==> src/logic/srs_pkg.sv <==
// package: constants and types of the system reset sequencer
package srs_pkg;
  localparam int unsigned SEQ_CYCLES = 516;
  localparam int unsigned SEQ_CNT_W = 10;
  localparam logic [SEQ_CNT_W-1:0] SEQ_LAST = 10'(SEQ_CYCLES - 1);
  localparam int unsigned WDT_PRESC = 2;
  localparam int unsigned WDT_W = 16;
  localparam int unsigned WDT_OVF_CYCLES = WDT_PRESC * (1 << WDT_W);
  localparam logic [7:0] WDT_RELOAD_RST = 8'h00;
  localparam int unsigned CLK_PERIOD_NS = 50;
  localparam int unsigned RST_FILTER_NS = 100;
  localparam int unsigned RST_FILTER_CYC = (RST_FILTER_NS + CLK_PERIOD_NS - 1) / CLK_PERIOD_NS;
  localparam logic [1:0] RST_FILTER_CNT = 2'(RST_FILTER_CYC);
  // apb map
  localparam logic [11:0] REG_CTRL = 12'h000;
  localparam logic [11:0] REG_STATUS = 12'h004;
  localparam logic [11:0] REG_CMD = 12'h008;
  localparam logic [11:0] REG_WDT = 12'h00C;
  localparam logic [11:0] REG_CFG = 12'h010;
  // ctrl bits
  localparam int unsigned CTRL_BDRST = 0;
  localparam int unsigned CTRL_PLLSEL = 1;
  // status bits
  localparam int unsigned ST_SHORT_HW_RESET_FLAG = 0;
  localparam int unsigned ST_LONG_HW_RESET_FLAG = 1;
  localparam int unsigned ST_WATCHDOG_RESET_FLAG = 2;
  localparam int unsigned ST_END_OF_INIT_INSTR = 3;
  localparam int unsigned ST_WDTDIS = 4;
  localparam int unsigned ST_BOOT = 5;
  localparam int unsigned ST_EXTSTART = 6;
  localparam int unsigned ST_ADAPT = 7;
  // cmd bits
  localparam int unsigned CMD_SOFTWARE_RESET_INSTR = 0;
  localparam int unsigned CMD_END_OF_INIT_INSTR = 1;
  localparam int unsigned CMD_SERVICE_WATCHDOG_INSTR = 2;
  localparam int unsigned CMD_DISABLE_WATCHDOG_INSTR = 3;
  localparam int unsigned CFG_W = 16;
  localparam logic [CFG_W-1:0] CFG_RST = 16'h0000;
  typedef enum logic [3:0] {
    SRS_RUN = 4'b0001,
    SRS_BUSWAIT = 4'b0010,
    SRS_SEQ = 4'b0100,
    SRS_HOLD = 4'b1000
  } srs_state_t;
  typedef enum logic [1:0] {
    SRC_HW = 2'h0,
    SRC_SW = 2'h1,
    SRC_WDT = 2'h2
  } srs_src_t;
endpackage

==> src/logic/srs_system_reset_sequencer.sv <==
// system reset sequencer: reset sources, 516-cycle sequence, config latch, watchdog, apb registers
module srs_system_reset_sequencer
  import srs_pkg::*;
#(
  parameter int unsigned WDT_OVF = WDT_OVF_CYCLES
) (
  // clock and reset
  input wire logic core_clk,
  input wire logic resetn,
  // apb slave
  input wire logic psel,
  input wire logic penable,
  input wire logic pwrite,
  input wire logic [11:0] paddr,
  input wire logic [31:0] pwdata,
  output logic [31:0] prdata,
  output logic pready,
  output logic pslverr,
  // reset pins
  input wire logic reset_input_pin_i,
  output logic reset_input_pin_o,
  output logic reset_input_pin_oe_n,
  output logic reset_output_pin_n,
  // configuration inputs
  input wire logic [CFG_W-1:0] config_port,
  input wire logic rd_n_pin,
  input wire logic ale_pin,
  input wire logic ext_start_n,
  input wire logic adapt_mode_select,
  input wire logic pll_locked,
  // external bus cycle state
  input wire logic bus_cycle_active,
  input wire logic bus_uses_ready,
  input wire logic bus_ready_sampled,
  input wire logic bus_ready_n,
  // control towards the core
  output logic sys_reset,
  output logic hold_cancel,
  output logic bus_abort,
  output logic pins_tristate,
  output logic strobes_inactive,
  output logic cpu_run,
  output logic boot_mode,
  output logic [CFG_W-1:0] latched_cfg
);
  srs_state_t state_q, state_d;
  srs_src_t src_q;
  logic [SEQ_CNT_W-1:0] seq_cnt_q;
  logic pin_s1_q, pin_s2_q, pin_s3_q;
  logic [1:0] filt_q;
  logic pin_low;
  logic bdrst_q, pllsel_q, end_of_init_instr_q, wdt_dis_q, wdt_srv_seen_q;
  logic short_hw_reset_flag_q, long_hw_reset_flag_q, watchdog_reset_flag_q, adapt_q, boot_q, ext_q, strobe_q;
  logic [16:0] wdt_cnt_q;
  logic [CFG_W-1:0] cfg_q;
  logic rst_src_hw, rst_src_sw, rst_src_wdt, any_src;
  logic wr_en, rd_en, wr_ctrl, wr_cmd, cmd_software_reset_instr, cmd_end_of_init_instr, cmd_srv, cmd_dis;
  logic bus_done, wdt_ovf, in_reset, seq_end, release_ok;
  // bidirectional mode is frozen when a reset starts, since that reset clears the enable itself
  logic bd_q;

  // the first flop is only read by the second
  always_ff @(posedge core_clk) begin
    if (!resetn) begin
      pin_s1_q <= 1'b1;
      pin_s2_q <= 1'b1;
      pin_s3_q <= 1'b1;
    end else begin
      pin_s1_q <= reset_input_pin_i;
      pin_s2_q <= pin_s1_q;
      pin_s3_q <= pin_s2_q;
    end
  end

  // filter: pin must read low for the filter time before it counts as latched low
  always_ff @(posedge core_clk) begin
    if (!resetn) begin
      filt_q <= 2'h0;
    end else if (pin_s2_q) begin
      filt_q <= 2'h0;
    end else if (filt_q != RST_FILTER_CNT) begin
      filt_q <= filt_q + 2'h1;
    end
  end
  assign pin_low = (filt_q == RST_FILTER_CNT) && !pin_s2_q;

  // apb decode; zero-wait, unmapped reads zero with slverr
  assign pready = 1'b1;
  assign wr_en = psel && penable && pwrite;
  assign rd_en = psel && !pwrite;
  assign wr_ctrl = wr_en && (paddr == REG_CTRL);
  assign wr_cmd = wr_en && (paddr == REG_CMD);
  assign cmd_software_reset_instr = wr_cmd && pwdata[CMD_SOFTWARE_RESET_INSTR] && !in_reset;
  assign cmd_end_of_init_instr = wr_cmd && pwdata[CMD_END_OF_INIT_INSTR] && !in_reset;
  assign cmd_srv = wr_cmd && pwdata[CMD_SERVICE_WATCHDOG_INSTR] && !in_reset;
  assign cmd_dis = wr_cmd && pwdata[CMD_DISABLE_WATCHDOG_INSTR] && !in_reset;
  assign pslverr = psel && penable && !(paddr == REG_CTRL || paddr == REG_STATUS || paddr == REG_CMD
                                        || paddr == REG_WDT || paddr == REG_CFG);

  always_comb begin
    prdata = 32'h0000_0000;
    if (rd_en) begin
      unique case (paddr)
        REG_CTRL: prdata = {30'h0, pllsel_q, bdrst_q};
        REG_STATUS: prdata = {24'h0, adapt_q, ext_q, boot_q, wdt_dis_q, end_of_init_instr_q, watchdog_reset_flag_q, long_hw_reset_flag_q, short_hw_reset_flag_q};
        REG_WDT: prdata = {15'h0, wdt_cnt_q};
        REG_CFG: prdata = {{(32-CFG_W){1'b0}}, cfg_q};
        default: prdata = 32'h0000_0000;
      endcase
    end
  end

  // sources no watchdog reset in boot mode
  assign wdt_ovf = (wdt_cnt_q == 17'(WDT_OVF - 1)) && !wdt_dis_q && !boot_q && !in_reset;
  assign rst_src_hw = pin_low;
  assign rst_src_sw = cmd_software_reset_instr;
  assign rst_src_wdt = wdt_ovf;
  assign any_src = rst_src_hw || rst_src_sw || rst_src_wdt;
  // watchdog reset finishes a bus cycle unless ready was sampled high
  assign bus_done = !bus_cycle_active || (bus_uses_ready && bus_ready_sampled && bus_ready_n);
  assign in_reset = state_q != SRS_RUN;
  assign seq_end = (state_q == SRS_SEQ) && (seq_cnt_q == SEQ_LAST);
  // released once pin high and, with pll clock, pll locked
  assign release_ok = pin_s2_q && (pll_locked || !pllsel_q);

  always_comb begin
    state_d = state_q;
    unique case (state_q)
      SRS_RUN: begin
        if (rst_src_wdt && !bus_done) state_d = SRS_BUSWAIT;
        else if (any_src) state_d = SRS_SEQ;
      end
      SRS_BUSWAIT: begin
        if (bus_done || !bus_cycle_active || bus_ready_sampled) state_d = SRS_SEQ;
      end
      SRS_SEQ: begin
        if (seq_end) state_d = release_ok ? SRS_RUN : SRS_HOLD;
      end
      SRS_HOLD: begin
        if (release_ok) state_d = SRS_RUN;
      end
      default: state_d = SRS_SEQ;
    endcase
  end

  always_ff @(posedge core_clk) begin
    if (!resetn) begin
      state_q <= SRS_SEQ;
      seq_cnt_q <= '0;
      src_q <= SRC_HW;
      bd_q <= 1'b0;
    end else begin
      state_q <= state_d;
      if (state_q == SRS_RUN && any_src) begin
        src_q <= rst_src_hw ? SRC_HW : (rst_src_wdt ? SRC_WDT : SRC_SW);
        bd_q <= bdrst_q;
      end
      if (state_d == SRS_SEQ && state_q != SRS_SEQ) seq_cnt_q <= '0;
      else if (state_q == SRS_SEQ && !seq_end) seq_cnt_q <= seq_cnt_q + 1'b1;
    end
  end

  // source flags watchdog flag
  always_ff @(posedge core_clk) begin
    if (!resetn) begin
      short_hw_reset_flag_q <= 1'b0;
      long_hw_reset_flag_q <= 1'b1;
      watchdog_reset_flag_q <= 1'b0;
    end else begin
      if (seq_end) begin
        short_hw_reset_flag_q <= !bd_q && src_q == SRC_HW && release_ok;
        long_hw_reset_flag_q <= bd_q || (src_q == SRC_HW && !release_ok);
      end
      if (seq_end && src_q == SRC_WDT) watchdog_reset_flag_q <= 1'b1;
      else if (seq_end && src_q == SRC_HW) watchdog_reset_flag_q <= 1'b0;
      else if (cmd_srv || cmd_end_of_init_instr) watchdog_reset_flag_q <= 1'b0;
    end
  end

  // configuration latches stay shut during the sequence; opened at release
  // sw/wdt resets relatch bus fields only on external start unless bidirectional
  always_ff @(posedge core_clk) begin
    if (!resetn) begin
      cfg_q <= CFG_RST;
      boot_q <= 1'b0;
      ext_q <= 1'b0;
      strobe_q <= 1'b0;
    end else begin
      strobe_q <= !in_reset;
      if (in_reset && state_d == SRS_RUN) begin
        if (src_q == SRC_HW || bd_q || !ext_start_n) begin
          cfg_q <= config_port;
          ext_q <= !ext_start_n;
        end
        if (src_q == SRC_HW || bd_q) begin
          boot_q <= !config_port[4] || !rd_n_pin;
        end
      end
    end
  end

  // adapt mode taken on the pin's rising edge, not at release
  always_ff @(posedge core_clk) begin
    if (!resetn) begin
      adapt_q <= 1'b0;
    end else if (pin_s2_q && !pin_s3_q) begin
      adapt_q <= adapt_mode_select;
    end
  end

  // bidirectional enable and end_of_init_instr cleared by every reset, enable locked after end_of_init_instr; pll select kept
  always_ff @(posedge core_clk) begin
    if (!resetn) begin
      bdrst_q <= 1'b0;
      pllsel_q <= 1'b0;
      end_of_init_instr_q <= 1'b0;
    end else if (in_reset) begin
      bdrst_q <= 1'b0;
      end_of_init_instr_q <= 1'b0;
    end else begin
      if (wr_ctrl && !end_of_init_instr_q) bdrst_q <= pwdata[CTRL_BDRST];
      if (wr_ctrl) pllsel_q <= pwdata[CTRL_PLLSEL];
      if (cmd_end_of_init_instr) end_of_init_instr_q <= 1'b1;
    end
  end

  // watchdog: starts after reset, overflow at 2*2^16 cycles disable window
  always_ff @(posedge core_clk) begin
    if (!resetn) begin
      wdt_cnt_q <= '0;
      wdt_dis_q <= 1'b0;
      wdt_srv_seen_q <= 1'b0;
    end else if (in_reset) begin
      wdt_cnt_q <= {WDT_RELOAD_RST, 9'h000};
      wdt_dis_q <= 1'b0;
      wdt_srv_seen_q <= 1'b0;
    end else begin
      if (cmd_dis && !wdt_srv_seen_q && !end_of_init_instr_q) wdt_dis_q <= 1'b1;
      if (cmd_srv || cmd_end_of_init_instr) wdt_srv_seen_q <= 1'b1;
      if (cmd_srv) wdt_cnt_q <= '0;
      else if (!wdt_dis_q) wdt_cnt_q <= wdt_cnt_q + 17'h1;
    end
  end

  // outputs
  assign sys_reset = in_reset;
  assign hold_cancel = in_reset;
  // a watchdog reset parked in the bus wait lets the running cycle finish; an abort goes straight to the sequence
  assign bus_abort = (state_q == SRS_SEQ) || (state_q == SRS_HOLD);
  assign pins_tristate = state_q == SRS_SEQ || state_q == SRS_HOLD;
  assign strobes_inactive = strobe_q;
  assign cpu_run = !in_reset;
  assign boot_mode = boot_q;
  assign latched_cfg = cfg_q;
  assign reset_output_pin_n = !in_reset && end_of_init_instr_q;
  assign reset_input_pin_o = 1'b0;
  // drive the open-drain pin only while the sequence itself runs
  assign reset_input_pin_oe_n = !(bd_q && state_q == SRS_SEQ);

  // assertions
  property p_seq_len;
    @(posedge core_clk) disable iff (!resetn)
      $rose(state_q == SRS_SEQ) |-> (state_q == SRS_SEQ)[*8] ##0 (seq_cnt_q == 10'h007);
  endproperty
  a_seq_len: assert property (p_seq_len) else $error("sequence counter not advancing");
  property p_seq_end;
    @(posedge core_clk) disable iff (!resetn)
      seq_end |=> (state_q != SRS_SEQ);
  endproperty
  a_seq_end: assert property (p_seq_end) else $error("sequence did not end at last count");
  property p_hold;
    @(posedge core_clk) disable iff (!resetn)
      (state_q == SRS_HOLD && !release_ok) |=> sys_reset;
  endproperty
  a_hold: assert property (p_hold) else $error("reset released too early");
  property p_reset_output_pin;
    @(posedge core_clk) disable iff (!resetn)
      $fell(reset_output_pin_n) |-> $past(end_of_init_instr_q) && sys_reset;
  endproperty
  a_reset_output_pin: assert property (p_reset_output_pin) else $error("reset output fell outside a reset");
  property p_reset_output_pin_stay;
    @(posedge core_clk) disable iff (!resetn)
      $fell(sys_reset) |-> !reset_output_pin_n;
  endproperty
  a_reset_output_pin_stay: assert property (p_reset_output_pin_stay) else $error("reset output rose before end_of_init_instr");
  property p_bdrst_lock;
    @(posedge core_clk) disable iff (!resetn)
      (end_of_init_instr_q && !in_reset) |=> ($stable(bdrst_q) || in_reset);
  endproperty
  a_bdrst_lock: assert property (p_bdrst_lock) else $error("bidirectional enable changed after end_of_init_instr");
  property p_no_wdt_boot;
    @(posedge core_clk) disable iff (!resetn)
      boot_q |-> !rst_src_wdt;
  endproperty
  a_no_wdt_boot: assert property (p_no_wdt_boot) else $error("watchdog reset in boot mode");
  property p_od;
    @(posedge core_clk) disable iff (!resetn)
      !reset_input_pin_oe_n |-> (state_q == SRS_SEQ) && !reset_input_pin_o;
  endproperty
  a_od: assert property (p_od) else $error("reset pin driven outside sequence");
  property p_cfg_closed;
    @(posedge core_clk) disable iff (!resetn)
      (state_q == SRS_SEQ && !seq_end) |=> $stable(cfg_q);
  endproperty
  a_cfg_closed: assert property (p_cfg_closed) else $error("config latch open during sequence");
  property p_seq_start;
    @(posedge core_clk) disable iff (!resetn)
      (state_q == SRS_RUN && any_src && bus_done) |=> (state_q == SRS_SEQ) && (seq_cnt_q == 10'h000);
  endproperty
  a_seq_start: assert property (p_seq_start) else $error("reset source did not start the sequence");
  property p_seq_outputs;
    @(posedge core_clk) disable iff (!resetn)
      (state_q == SRS_SEQ) |-> bus_abort && pins_tristate && hold_cancel && !cpu_run;
  endproperty
  a_seq_outputs: assert property (p_seq_outputs) else $error("bus or pins active during sequence");
  property p_wdt_bus_wait;
    @(posedge core_clk) disable iff (!resetn)
      (state_q == SRS_BUSWAIT) |-> !bus_abort && !pins_tristate;
  endproperty
  a_wdt_bus_wait: assert property (p_wdt_bus_wait) else $error("bus cycle aborted while waiting");
  property p_hold_release;
    @(posedge core_clk) disable iff (!resetn)
      (state_q == SRS_HOLD && release_ok) |=> !sys_reset;
  endproperty
  a_hold_release: assert property (p_hold_release) else $error("reset held after release");
  property p_cfg_latch;
    @(posedge core_clk) disable iff (!resetn)
      (in_reset && state_d == SRS_RUN && (src_q == SRC_HW || bd_q)) |=> (latched_cfg == $past(config_port));
  endproperty
  a_cfg_latch: assert property (p_cfg_latch) else $error("config not latched at release");
  property p_strobe_order;
    @(posedge core_clk) disable iff (!resetn)
      $fell(sys_reset) |-> !strobes_inactive ##1 strobes_inactive;
  endproperty
  a_strobe_order: assert property (p_strobe_order) else $error("strobes not driven after config latch");
  property p_short_flag;
    @(posedge core_clk) disable iff (!resetn)
      (seq_end && release_ok && src_q == SRC_HW && !bd_q) |=> short_hw_reset_flag_q && !long_hw_reset_flag_q;
  endproperty
  a_short_flag: assert property (p_short_flag) else $error("short reset not recorded");
  property p_bidir_long;
    @(posedge core_clk) disable iff (!resetn)
      (seq_end && bd_q) |=> long_hw_reset_flag_q && !short_hw_reset_flag_q;
  endproperty
  a_bidir_long: assert property (p_bidir_long) else $error("bidirectional reset not recorded as long");
  property p_watchdog_reset_flag_set;
    @(posedge core_clk) disable iff (!resetn)
      (seq_end && src_q == SRC_WDT) |=> watchdog_reset_flag_q;
  endproperty
  a_watchdog_reset_flag_set: assert property (p_watchdog_reset_flag_set) else $error("watchdog flag not set");
  property p_dis_window;
    @(posedge core_clk) disable iff (!resetn)
      (!in_reset && !wdt_dis_q && (wdt_srv_seen_q || end_of_init_instr_q)) |=> !wdt_dis_q;
  endproperty
  a_dis_window: assert property (p_dis_window) else $error("watchdog disabled after window closed");
endmodule

==> config.mk <==
export PLATFORM = sky130hd
export DESIGN_NAME = srs_system_reset_sequencer
export DESIGN_NICKNAME = d
export VERILOG_FILES = /design/src/logic/srs_pkg.sv /design/src/logic/srs_system_reset_sequencer.sv
export SDC_FILE = /design/constraint.sdc
export NUM_CORES = 1
export LEC_CHECK = 0
export BUFFER_PORTS_ARGS = -buffer_cell sky130_fd_sc_hd__buf_4
export CORE_MARGIN = 10
export CORE_UTILIZATION = 50
export CTS_CLUSTER_SIZE = 12
export DETAILED_ROUTE_END_ITERATION = 8
export GPL_TIMING_DRIVEN = 0
export PLACE_DENSITY = 0.84
export SYNTH_ARGS = -nofsm -noshare
export SYNTH_HDL_FRONTEND = slang
export SYNTH_SLANG_ARGS = --single-unit
==> constraint.sdc <==
create_clock -name core_clk -period 2.95 [get_ports core_clk]
set_input_delay 0.59 -clock core_clk [delete_from_list [all_inputs] [get_ports core_clk]]
set_output_delay 0.59 -clock core_clk [all_outputs]
set_load 0.005 [all_outputs]
==> impl_metrics.py, run 1 <==
metrics = {
    "run_status": {
        "run_status": "finished clean",
    },
    "synthesis": {
        "synth.largest_area_cell": "dfxtp_1",
        "synth_sequential_area_ratio_pct": 36.78,
        "yosys_warnings": 0,
        "post-synth-top-area-fraction_pct": 36.78,
        "yosys_register_bits": 67,
        "yosys_most_used_dff": "dfxtp_1",
        "count_of_flip_flops_with_a_built_in_enable_after_synthesis": 0,
        "netlist_instances": 427,
        "post_synth.cell_area_avg_um2": 8.542,
        "synth.distinct_cells": 58,
        "syn_area_um2": 3647,
        "async_reset_ff_share_pct": 0,
        "synth.top_cells.by_area": "dfxtp_1, mux2i_1, nand2_1",
    },
    "cells_and_area": {
        "layout.cells.most_common_list": "buf_4, dfxtp_1, nand2_1",
        "stdcell_area_um2": 4778,
        "nFillCells": 589,
        "area.growth.synth_to_final_pct": 31.01,
        "layout.cells.most_common": "buf_4",
        "n_antenna_cell": 0,
        "nets": 624,
        "drive_gt1_share_pct": 28.18,
    },
    "clocking": {
        "cts_tree": "done",
        "clk_path_buf_depth": 2,
        "postCtsHoldBufs": 0,
        "cts.root.buffer_cell": "clkbuf_8",
        "h-tree-depth": 3,
        "clk-insertion-delay-late_ns": 0.35,
        "cts.clk_slew.worst_paths_ns": 0.08,
        "tritoncts.num_buffers": 9,
        "clkSinkCount": 67,
    },
    "hold_path": {
        "hold_path.startpoint": "pin_s1_q$_SDFF_PN1_",
        "hold_class": "reg2reg",
        "whs_path_depth": 1,
        "hold_path_end": "pin_s2_q$_SDFF_PN1_",
    },
    "setup_path": {
        "path_common_cell": "buf_4",
        "setup.worst_path.end_class": "primary output",
        "reg2reg_setup_slack_ns": 0.14,
        "rr_worst_depth": 9,
        "critPathKind": "in2out",
        "delay_contributed_by_the_slowest_stage_of_the_critical_path_ns": 0.50,
        "cp_data_required_time_ns": 2.36,
        "crit_path_cell_trace": "buf_4 > or4_1 > buf_2 > nor3_4 > nand3_4 > clkbuf_4 > nor2_1 > buf_4",
        "setup.worst_path.start_class": "input pin",
        "regToRegStartpoint": "wdt_cnt_q[6]$_SDFFE_PP0N_",
        "cp.arrival_ns": 2.29,
        "reg2reg_end": "seq_cnt_q[2]$_SDFFE_PP0P_",
        "path_max_fanout": 10,
        "critical_path.slowest_cell": "or4_1",
    },
    "routing": {
        "routed_via_density": 5.468,
        "post_drt_wl_per_cell_um": 16.60,
        "drtPass1Iterations": 6,
        "antenna_left": 0,
        "remaining_drc_errors": 0,
        "routed_wl_um": 10770,
        "drt_first_iter_violations": 265,
        "detailroute.via_count": 3549,
    },
    "floorplanning": {
        "core_region_area_um2": 7176,
        "fp.dieH_um": 105.4,
        "initial_utilization_pct": 50.83,
        "dieArea_um2": 11110,
        "die_w_um": 105.4,
        "num_io_pins": 135,
        "placement_rows": 31,
    },
    "place": {
        "place.gp.congestion": 0.8846,
        "hpwlAfterDp_um": 8157,
        "placed_area_um2": 4488,
        "placement.io_buffers": 88,
    },
    "power": {
        "irDropWorstVdd_mv": 0.3026,
        "power_per_cell_area_nw_per_um2": 407.4,
        "static-leakage-power_nw": 1.908,
        "p_total_mw": 1.947,
    },
    "sta": {
        "fin_skew_ns": 0.01221,
        "maxClockFrequency_mhz": 346.7,
        "max_slew_margin_pct": 56.58,
        "timing_hold_violations_final": 0,
        "timing.final.crit_period_ns": 2.884,
        "report.final.setup_viol": 0,
        "finalMaxSlewViolations": 0,
        "tns_ns": 0,
        "worst_slew_pin_slew_ns": 0.6513,
        "setup_repair_after_global_routing_missed_its_margin": "no",
        "tcrit_tclk_final_pct": 97.77,
    },
    "global_routing": {
        "first_global_vias": 3493,
        "global_route_wire_length_before_repair_um": 16900,
        "gr-total-overflow": 0,
        "grt_max_degree": 12,
        "antenna_found_initial": 0,
        "grt.total_usage_pct": 18.54,
    },
    "job": {
        "drv.max_cap_violation_count": 0,
    },
}
## synth_stat cells, types with 5 or more instances
library cell	instances
a211oi_1	9
a21oi_1	23
a22oi_1	14
buf_2	8
buf_4	22
clkbuf_1	11
dfxtp_1	67
inv_1	6
mux2i_1	24
nand2_1	59
nand2b_1	5
nand3_1	21
nand4_1	7
nor2_1	34
nor3_1	7
nor4_1	5
o21ai_0	9
or3_1	8
xnor2_1	10
xor2_1	9
## where the power goes
part | internal [mW] | switching [mW] | total [mW]
logic | 0.0777 | 0.0726 | 0.150
registers | 0.911 | 0.00703 | 0.918
clock network | 0.521 | 0.357 | 0.878
total | 1.51 | 0.437 | 1.95
## layout make-up
class	instances	area (um2)	area share [%]
clock inverter	4	72.57	1.519
tap	99	123.9	2.592
multi-input combinational	325	2102	43.99
timing repair buffer	92	690.7	14.45
clock buffer	12	155.1	3.247
buffer	42	261.5	5.473
sequential	67	1341	28.07
inverter	8	31.28	0.6546
## stage by stage
stage	util [%]	setup WS (ns)	instances	hold WS (ns)
floorplan	-	0.2089	442	0.3863
global route	66.59	0.004085	649	0.4298
CTS	66.29	0.03272	649	0.4122
detailed placement	62.55	-0.2771	629	0.4003
finish	66.59	0.06568	649	0.3989
global placement	62.55	-0.2499	629	0.3901
## registers in the layout, indices dropped and copies added, names as in the netlist
signal and cells:
wdt_dis_q 1, filt_q 2, ext_q 1, src_q 2, latched_cfg 16, long_hw_reset_flag_q 1
boot_mode 1, pllsel_q 1, adapt_q 1, pin_s1_q 1, wdt_srv_seen_q 1, wdt_cnt_q 17
pin_s2_q 1, watchdog_reset_flag_q 1, state_q 4, end_of_init_instr_q 1, seq_cnt_q 10, short_hw_reset_flag_q 1
pin_s3_q 1, bdrst_q 1, strobes_inactive 1, bd_q 1
## worst max path at each step
stage | from | end
after floorplan | paddr[7] | prdata[7]
after global placement | paddr[7] | prdata[7]
after detailed placement | paddr[7] | prdata[7]
after CTS | paddr[7] | prdata[0]
after global routing | wdt_cnt_q[6]$_SDFFE_PP0N_ | seq_cnt_q[0]$_SDFFE_PP0P_
final | paddr[7] | prdata[0]
## worst max-delay path: cells and delay by family
family / cells / cell delay, ns
AND/OR/NAND/NOR: 4 / 1.04
buffers and inverters: 4 / 0.65
## timing repair
action                     in CTS  in global routing
setup buffers                   4                  0
resized for setup               3                  5
setup endpoints to repair      17                 20
pin swaps                       3                  1
## cells by family after synthesis
group                    Yosys count  share of synthesized area (%)
flip-flops                        67                          36.78
AND/OR/NAND/NOR                  177                          26.07
adder cells (fa/ha/maj)            4                          1.372
multiplexers                      26                          7.204
other                              2                         0.2059
buffers and inverters             50                          7.924
AO/OA/AOI/OAI                     82                          15.88
XOR/XNOR                          19                          4.563
## metal layers
| metal | track usage [%] | share of wire [%] | vias to the layer above |
|---|---|---|---|
| li1 | - | - | 1739 |
| met1 | 21.38 | 42 | 1644 |
| met2 | 30.71 | 47 | 146 |
| met3 | 6.151 | 8.5 | 20 |
| met4 | 8.039 | 2.2 | 0 |
| met5 | 0 | 0 | - |
Note: power is estimated with default switching activity, not from simulation.
==> run 2, diff against run 1 <==
- CORE_MARGIN: 10 -> not set
==> run 2 against run 1 <==
  * Die area is 31% lower
  * Count of clock-buffer cells in the layout is 2 higher
  * Worst hold slack better by 0.016 ns
  * Clock power is 22% lower
  * Combinational power is 3% lower
  * Design area is 0.94% lower
  * Clock skew is 0.0037 ns lower
  * Setup slack better by 0.00068 ns
==> impl_metrics.py, run 2 (same netlist as run 1, synthesis figures left out) <==
metrics = {
    "global_routing": {
        "global_route_wire_length_before_repair_um": 15100,
        "antenna_found_initial": 0,
        "gr-total-overflow": 0,
        "grt.total_usage_pct": 25.38,
        "grt_max_degree": 11,
        "first_global_vias": 3191,
    },
    "power": {
        "pwr-share-clk_pct": 39.1,
        "cell_internal_power_dissipation_mw": 1.339,
        "net-switching-power_uw": 410.9,
        "power_switching_share_pct": 23.48,
        "power_per_cell_area_nw_per_um2": 369.6,
        "irDropWorstVdd_mv": 0.2599,
        "seq_power_share_pct": 52.5,
        "power_frac_comb_pct": 8.4,
        "static-leakage-power_nw": 1.888,
    },
    "setup_path": {
        "path_max_fanout": 10,
        "critical_path_buf_inv_count": 4,
        "worst_path_dominant_cell_family": "simple AND/OR/NAND/NOR gates",
        "cp_data_required_time_ns": 2.36,
        "cp.arrival_ns": 2.29,
        "critical_path.slowest_cell": "or4_1",
        "crit_path_cell_trace": "buf_4 > or4_1 > buf_2 > nor4b_4 > buf_6 > nand3_1 > a21oi_1 > buf_4",
        "setup.worst_path.start_class": "input pin",
        "path_common_cell": "buf_4",
        "setup.worst_path.end_class": "primary output",
        "delay_contributed_by_the_slowest_stage_of_the_critical_path_ns": 0.51,
        "critPathKind": "in2out",
    },
    "clocking": {
        "clkSinkCount": 67,
        "cts.clk_slew.worst_paths_ns": 0.07,
        "cts.root.buffer_cell": "clkbuf_8",
        "clk-insertion-delay-late_ns": 0.34,
        "tritoncts.num_buffers": 9,
        "h-tree-depth": 3,
        "cts_tree": "done",
        "clk_path_buf_depth": 2,
    },
    "run_status": {
        "run_status": "finished clean",
    },
    "sta": {
        "timing.final.crit_period_ns": 2.884,
        "setup_repair_after_global_routing_missed_its_margin": "yes",
        "tns_ns": 0,
        "final_critical_path_setup_slack_ns": 0.06636,
        "fin_skew_ns": 0.008544,
        "tcrit_tclk_final_pct": 97.75,
        "timing_hold_violations_final": 0,
        "finalMaxSlewViolations": 0,
        "report.final.setup_viol": 0,
        "max_slew_margin_pct": 63.22,
        "maxClockFrequency_mhz": 346.8,
        "worst_slew_pin_slew_ns": 0.5518,
    },
    "place": {
        "place_worst_setup_slack_ns": -0.2621,
        "placed_area_um2": 4484,
        "place.gp.congestion": 0.8742,
        "placement.io_buffers": 88,
        "hpwlAfterDp_um": 7121,
        "post_placement_cell_count": 626,
    },
    "routing": {
        "routed_wl_um": 9597,
        "detailroute.via_count": 3575,
        "antenna_left": 0,
        "route.met2.wl_um": 4483,
        "wl_met3_um": 566,
        "drt_first_iter_violations": 305,
        "post_drt_wl_per_cell_um": 14.86,
        "drtPass1Iterations": 5,
        "remaining_drc_errors": 0,
        "topRoutingLayerUsed": "met4",
        "routed_via_density": 5.534,
        "wl_met1_um": 4399,
    },
    "cells_and_area": {
        "n_antenna_cell": 0,
        "layout.cells.most_common": "buf_4",
        "area.growth.synth_to_final_pct": 29.78,
        "layout.cells.most_common_list": "buf_4, dfxtp_1, nand2_1",
        "stdcell_area_um2": 4733,
        "drive_gt1_share_pct": 28.18,
        "largest_register_ff_count": 17,
        "final_cell_count_without_fillers": 646,
        "nets": 624,
        "top_register": "wdt_cnt_q",
    },
    "floorplanning": {
        "die_w_um": 87.41,
        "placement_rows": 30,
        "dieArea_um2": 7640,
        "core_region_area_um2": 6907,
        "fp.dieH_um": 87.41,
        "num_io_pins": 135,
        "initial_utilization_pct": 52.81,
    },
    "hold_path": {
        "hold_class": "reg2reg",
    },
    "job": {
        "drv.max_cap_violation_count": 0,
    },
}
[run 2: cell types whose count changed in the layout (fill, tap and decap cells not counted)]
cell	delta
clkinvlp_4	-1
nor3_1	+1
buf_6	+2
bufinv_16	-2
clkinv_2	+1
a21oi_2	+2
a21oi_1	-2
clkbuf_4	-1
nor3_2	-1
clkbuf_1	+1
[run 2: timing repair]
item                                    4_1_cts  5_1_grt
pin swaps                                     3        3
resized for setup                             4        7
endpoints found under the setup margin       17       15
gates cloned                                  0        0
buffers inserted                              3        2
hold buffers                                  0        0
hold endpoints to repair                      0        0
[run 2: final cells by class]
type	instances	area, um2
fill	568	2173
multi-input combinational	325	2105
sequential	67	1341
timing repair buffer	93	701.9
buffer	41	261.5
clock buffer	14	162.7
tap	96	120.1
inverter	8	31.28
clock inverter	2	10.01
[run 2: final timing paths]
path	startpoint	end	slack, ns	depth (start not counted)
worst max-delay path	paddr[7]	prdata[2]	0.07	8
worst min-delay path	pin_s1_q$_SDFF_PN1_	pin_s2_q$_SDFF_PN1_	0.41	1
worst max register to register	wdt_cnt_q[6]$_SDFFE_PP0N_	seq_cnt_q[2]$_SDFFE_PP0P_	0.20	9
worst min register to register	pin_s1_q$_SDFF_PN1_	pin_s2_q$_SDFF_PN1_	0.41	1
[run 2: power by group through the flow]
stage                     combinational (mW)  sequential [mW]  clock, mW
after detailed placement               0.142            0.939          0
after global routing                   0.160            0.919      0.717
after CTS                              0.143            0.918      0.682
after floorplan                       0.0756            0.937          0
final                                  0.146            0.919      0.685
after global placement                 0.139            0.939          0
[run 2: worst reg2reg max path: stages, from the launching register on]
cell	delay [ns]
dfxtp_1	0.48
and4_1	0.30
nand2_1	0.12
nor3_1	0.22
ha_1	0.21
or3b_2	0.52
a2bb2oi_1	0.17
o21ba_1	0.19
buf_2	0.18
a221oi_2	0.27
[run 2: stage by stage]
step	hold slack, ns	utilization (%)	total power [mW]
2_1_floorplan	0.3863	-	1.013
3_3_place_gp	0.3910	64.93	1.077
3_5_place_dp	0.3965	64.93	1.081
4_1_cts	0.4188	67.95	1.744
5_1_grt	0.4368	68.53	1.795
6_report	0.4145	68.53	1.749
[run 2: metal layers]
metal / track usage [%] / vias up
met5: 0 / -
met4: 9.985 / 0
met3: 3.697 / 15
met2: 41.05 / 136
met1: 34.02 / 1690
li1: - / 1734
==> run 3, diff against run 2 <==
- BUFFER_PORTS_ARGS: -buffer_cell sky130_fd_sc_hd__buf_4 -> not set
- CORE_UTILIZATION: 50 -> 55
- DONT_BUFFER_PORTS: not set -> 1
- PLACE_DENSITY: 0.84 -> 0.68
==> run 3 against run 2 <==
  * Utilization fell by 6.0 points
  * Clock skew rose by 0.0043 ns
  * First-iteration DRC count fell by 4.6%
  * Register-to-register slack improved by 0.05 ns
  * Sequential power barely moved
==> impl_metrics.py, run 3 (same netlist as run 1, synthesis figures left out) <==
metrics = {
    "power": {
        "static-leakage-power_nw": 1.420,
        "power_per_cell_area_nw_per_um2": 421.6,
        "p_total_mw": 1.684,
        "irDropWorstVdd_mv": 0.3926,
    },
    "sta": {
        "fin_skew_ns": 0.01286,
        "max_slew_margin_pct": 63.65,
        "timing.final.crit_period_ns": 2.868,
        "setup_repair_after_global_routing_missed_its_margin": "no",
        "report.final.setup_viol": 0,
        "tcrit_tclk_final_pct": 97.23,
        "worst_slew_pin_slew_ns": 0.5430,
        "finalMaxSlewViolations": 0,
        "maxClockFrequency_mhz": 348.6,
        "final_critical_path_setup_slack_ns": 0.08166,
        "timing_hold_violations_final": 0,
    },
    "setup_path": {
        "critical_path_buf_inv_count": 3,
        "critical_path.slowest_cell": "or4_1",
        "cp.arrival_ns": 2.28,
        "setup.worst_path.start_class": "input pin",
        "regToRegStartpoint": "wdt_cnt_q[7]$_SDFFE_PP0N_",
        "rr_worst_depth": 9,
        "worst_path_dominant_cell_family": "simple AND/OR/NAND/NOR gates",
        "cp.depth": 7,
        "crit_path_cell_trace": "or4_1 > buf_2 > nor4_4 > buf_4 > buf_4 > a22oi_1 > a21oi_1",
        "delay_contributed_by_the_slowest_stage_of_the_critical_path_ns": 0.51,
        "setup.worst_path.end_class": "primary output",
        "cp_data_required_time_ns": 2.36,
        "crit_path_end": "prdata[7]",
        "critPathKind": "in2out",
        "crit_path_start": "paddr[7]",
        "reg2reg_setup_slack_ns": 0.25,
        "reg2reg_end": "seq_cnt_q[0]$_SDFFE_PP0P_",
        "path_common_cell": "buf_4",
        "path_max_fanout": 10,
    },
    "run_status": {
        "run_status": "finished clean",
    },
    "cells_and_area": {
        "final_cell_count_without_fillers": 535,
        "area.growth.synth_to_final_pct": 9.537,
        "nets": 534,
        "stdcell_area_um2": 3995,
        "n_antenna_cell": 0,
        "layout.cells.most_common_list": "dfxtp_1, nand2_1, nor2_1",
        "largest_register_ff_count": 17,
        "drive_gt1_share_pct": 14.19,
        "top_register": "wdt_cnt_q",
        "layout.cells.most_common": "dfxtp_1",
        "nFillCells": 586,
        "final_core_utilization_pct": 62.56,
    },
    "floorplanning": {
        "dieArea_um2": 6961,
        "core_region_area_um2": 6386,
        "num_io_pins": 135,
        "placement_rows": 29,
        "die_w_um": 83.44,
        "fp.dieH_um": 83.44,
        "initial_utilization_pct": 57.11,
    },
    "routing": {
        "remaining_drc_errors": 0,
        "routed_wl_um": 8669,
        "drt_first_iter_violations": 291,
        "detailroute.via_count": 3142,
        "post_drt_wl_per_cell_um": 16.20,
        "antenna_left": 0,
        "routed_via_density": 5.873,
        "drtPass1Iterations": 5,
    },
    "global_routing": {
        "global_route_wire_length_before_repair_um": 13530,
        "grt.total_usage_pct": 24.66,
        "grt_max_degree": 11,
        "gr-total-overflow": 0,
        "first_global_vias": 2777,
        "antenna_found_initial": 0,
    },
    "place": {
        "place_worst_setup_slack_ns": -0.05487,
        "hpwlAfterDp_um": 6497,
        "post_placement_cell_count": 519,
        "place.gp.congestion": 0.8328,
        "placed_area_um2": 3800,
        "placement.io_buffers": 0,
    },
    "clocking": {
        "h-tree-depth": 3,
        "cts.root.buffer_cell": "clkbuf_8",
        "cts.clk_slew.worst_paths_ns": 0.06,
        "cts_tree": "done",
        "postCtsHoldBufs": 0,
        "clk_path_buf_depth": 2,
        "tritoncts.num_buffers": 9,
        "clkSinkCount": 67,
        "clk-insertion-delay-late_ns": 0.34,
    },
    "hold_path": {
        "hold_class": "in2reg",
    },
    "job": {
        "drv.max_cap_violation_count": 0,
    },
}
## run 3: cell types whose count changed in the layout (fill, tap and decap cells not counted), moves of 2 or more
cell,change
clkbuf_1,-2
buf_4,-90
buf_6,-2
a21oi_1,+2
a21oi_2,-2
## run 3: worst min-delay path by stage
stage                               end  cells after the start                 from
floorplan           pin_s2_q$_SDFF_PN1_                      1  pin_s1_q$_SDFF_PN1_
global placement    pin_s2_q$_SDFF_PN1_                      1  pin_s1_q$_SDFF_PN1_
detailed placement  pin_s2_q$_SDFF_PN1_                      1  pin_s1_q$_SDFF_PN1_
CTS                 pin_s1_q$_SDFF_PN1_                      1    reset_input_pin_i
global route        pin_s1_q$_SDFF_PN1_                      1    reset_input_pin_i
finish              pin_s1_q$_SDFF_PN1_                      1    reset_input_pin_i
## run 3: area by class of cell
class / count / area (um2) / area share [%]
well taps: 77 / 96.34 / 2.412
inverters: 8 / 31.28 / 0.7830
clock inverters: 3 / 15.01 / 0.3758
repair buffers: 2 / 15.01 / 0.3758
plain buffers: 42 / 259.0 / 6.483
flip-flops and latches: 67 / 1343 / 33.60
multi-input cells: 325 / 2085 / 52.18
clock buffers: 11 / 151.4 / 3.790
## run 3: worst reg2reg max path, delay by kind of cell, from the launching register on
family          cells  cell delay [ns]
compound gates      3             0.61
fa+ha+maj           1             0.19
buf+inv             1             0.18
flops               1             0.45
simple gates        4             1.18
## run 3: stage by stage
stage,TNS (ns),hold slack [ns]
2_1_floorplan,0,0.3863
3_3_place_gp,-0.05847,0.3947
3_5_place_dp,-0.05487,0.4216
4_1_cts,0,0.3501
5_1_grt,0,0.3595
6_report,0,0.3555
## run 3: where the power goes
group / internal (mW) / switching [mW] / total, mW / leakage, nW
Combinational: 0.0395 / 0.0503 / 0.0898 / 0.788
Clock: 0.337 / 0.339 / 0.677 / 0.0908
Sequential: 0.911 / 0.00668 / 0.918 / 0.541
## run 3: per-layer routing
layer  global-route usage, %  part of all wire (%)  up-vias
met5                       0                     0        -
met4                   10.17                   2.1        0
met3                   5.666                   7.6       14
met2                   36.14                    41      130
met1                   34.95                    49     1444
li1                        -                     -     1554
## run 3: repair_timing
action,4_1_cts,5_1_grt
pin swaps,1,4
gates resized for setup,1,5
endpoints found under the setup margin,3,17
gates cloned,0,0
buffers inserted,0,2
hold endpoints to repair,0,0
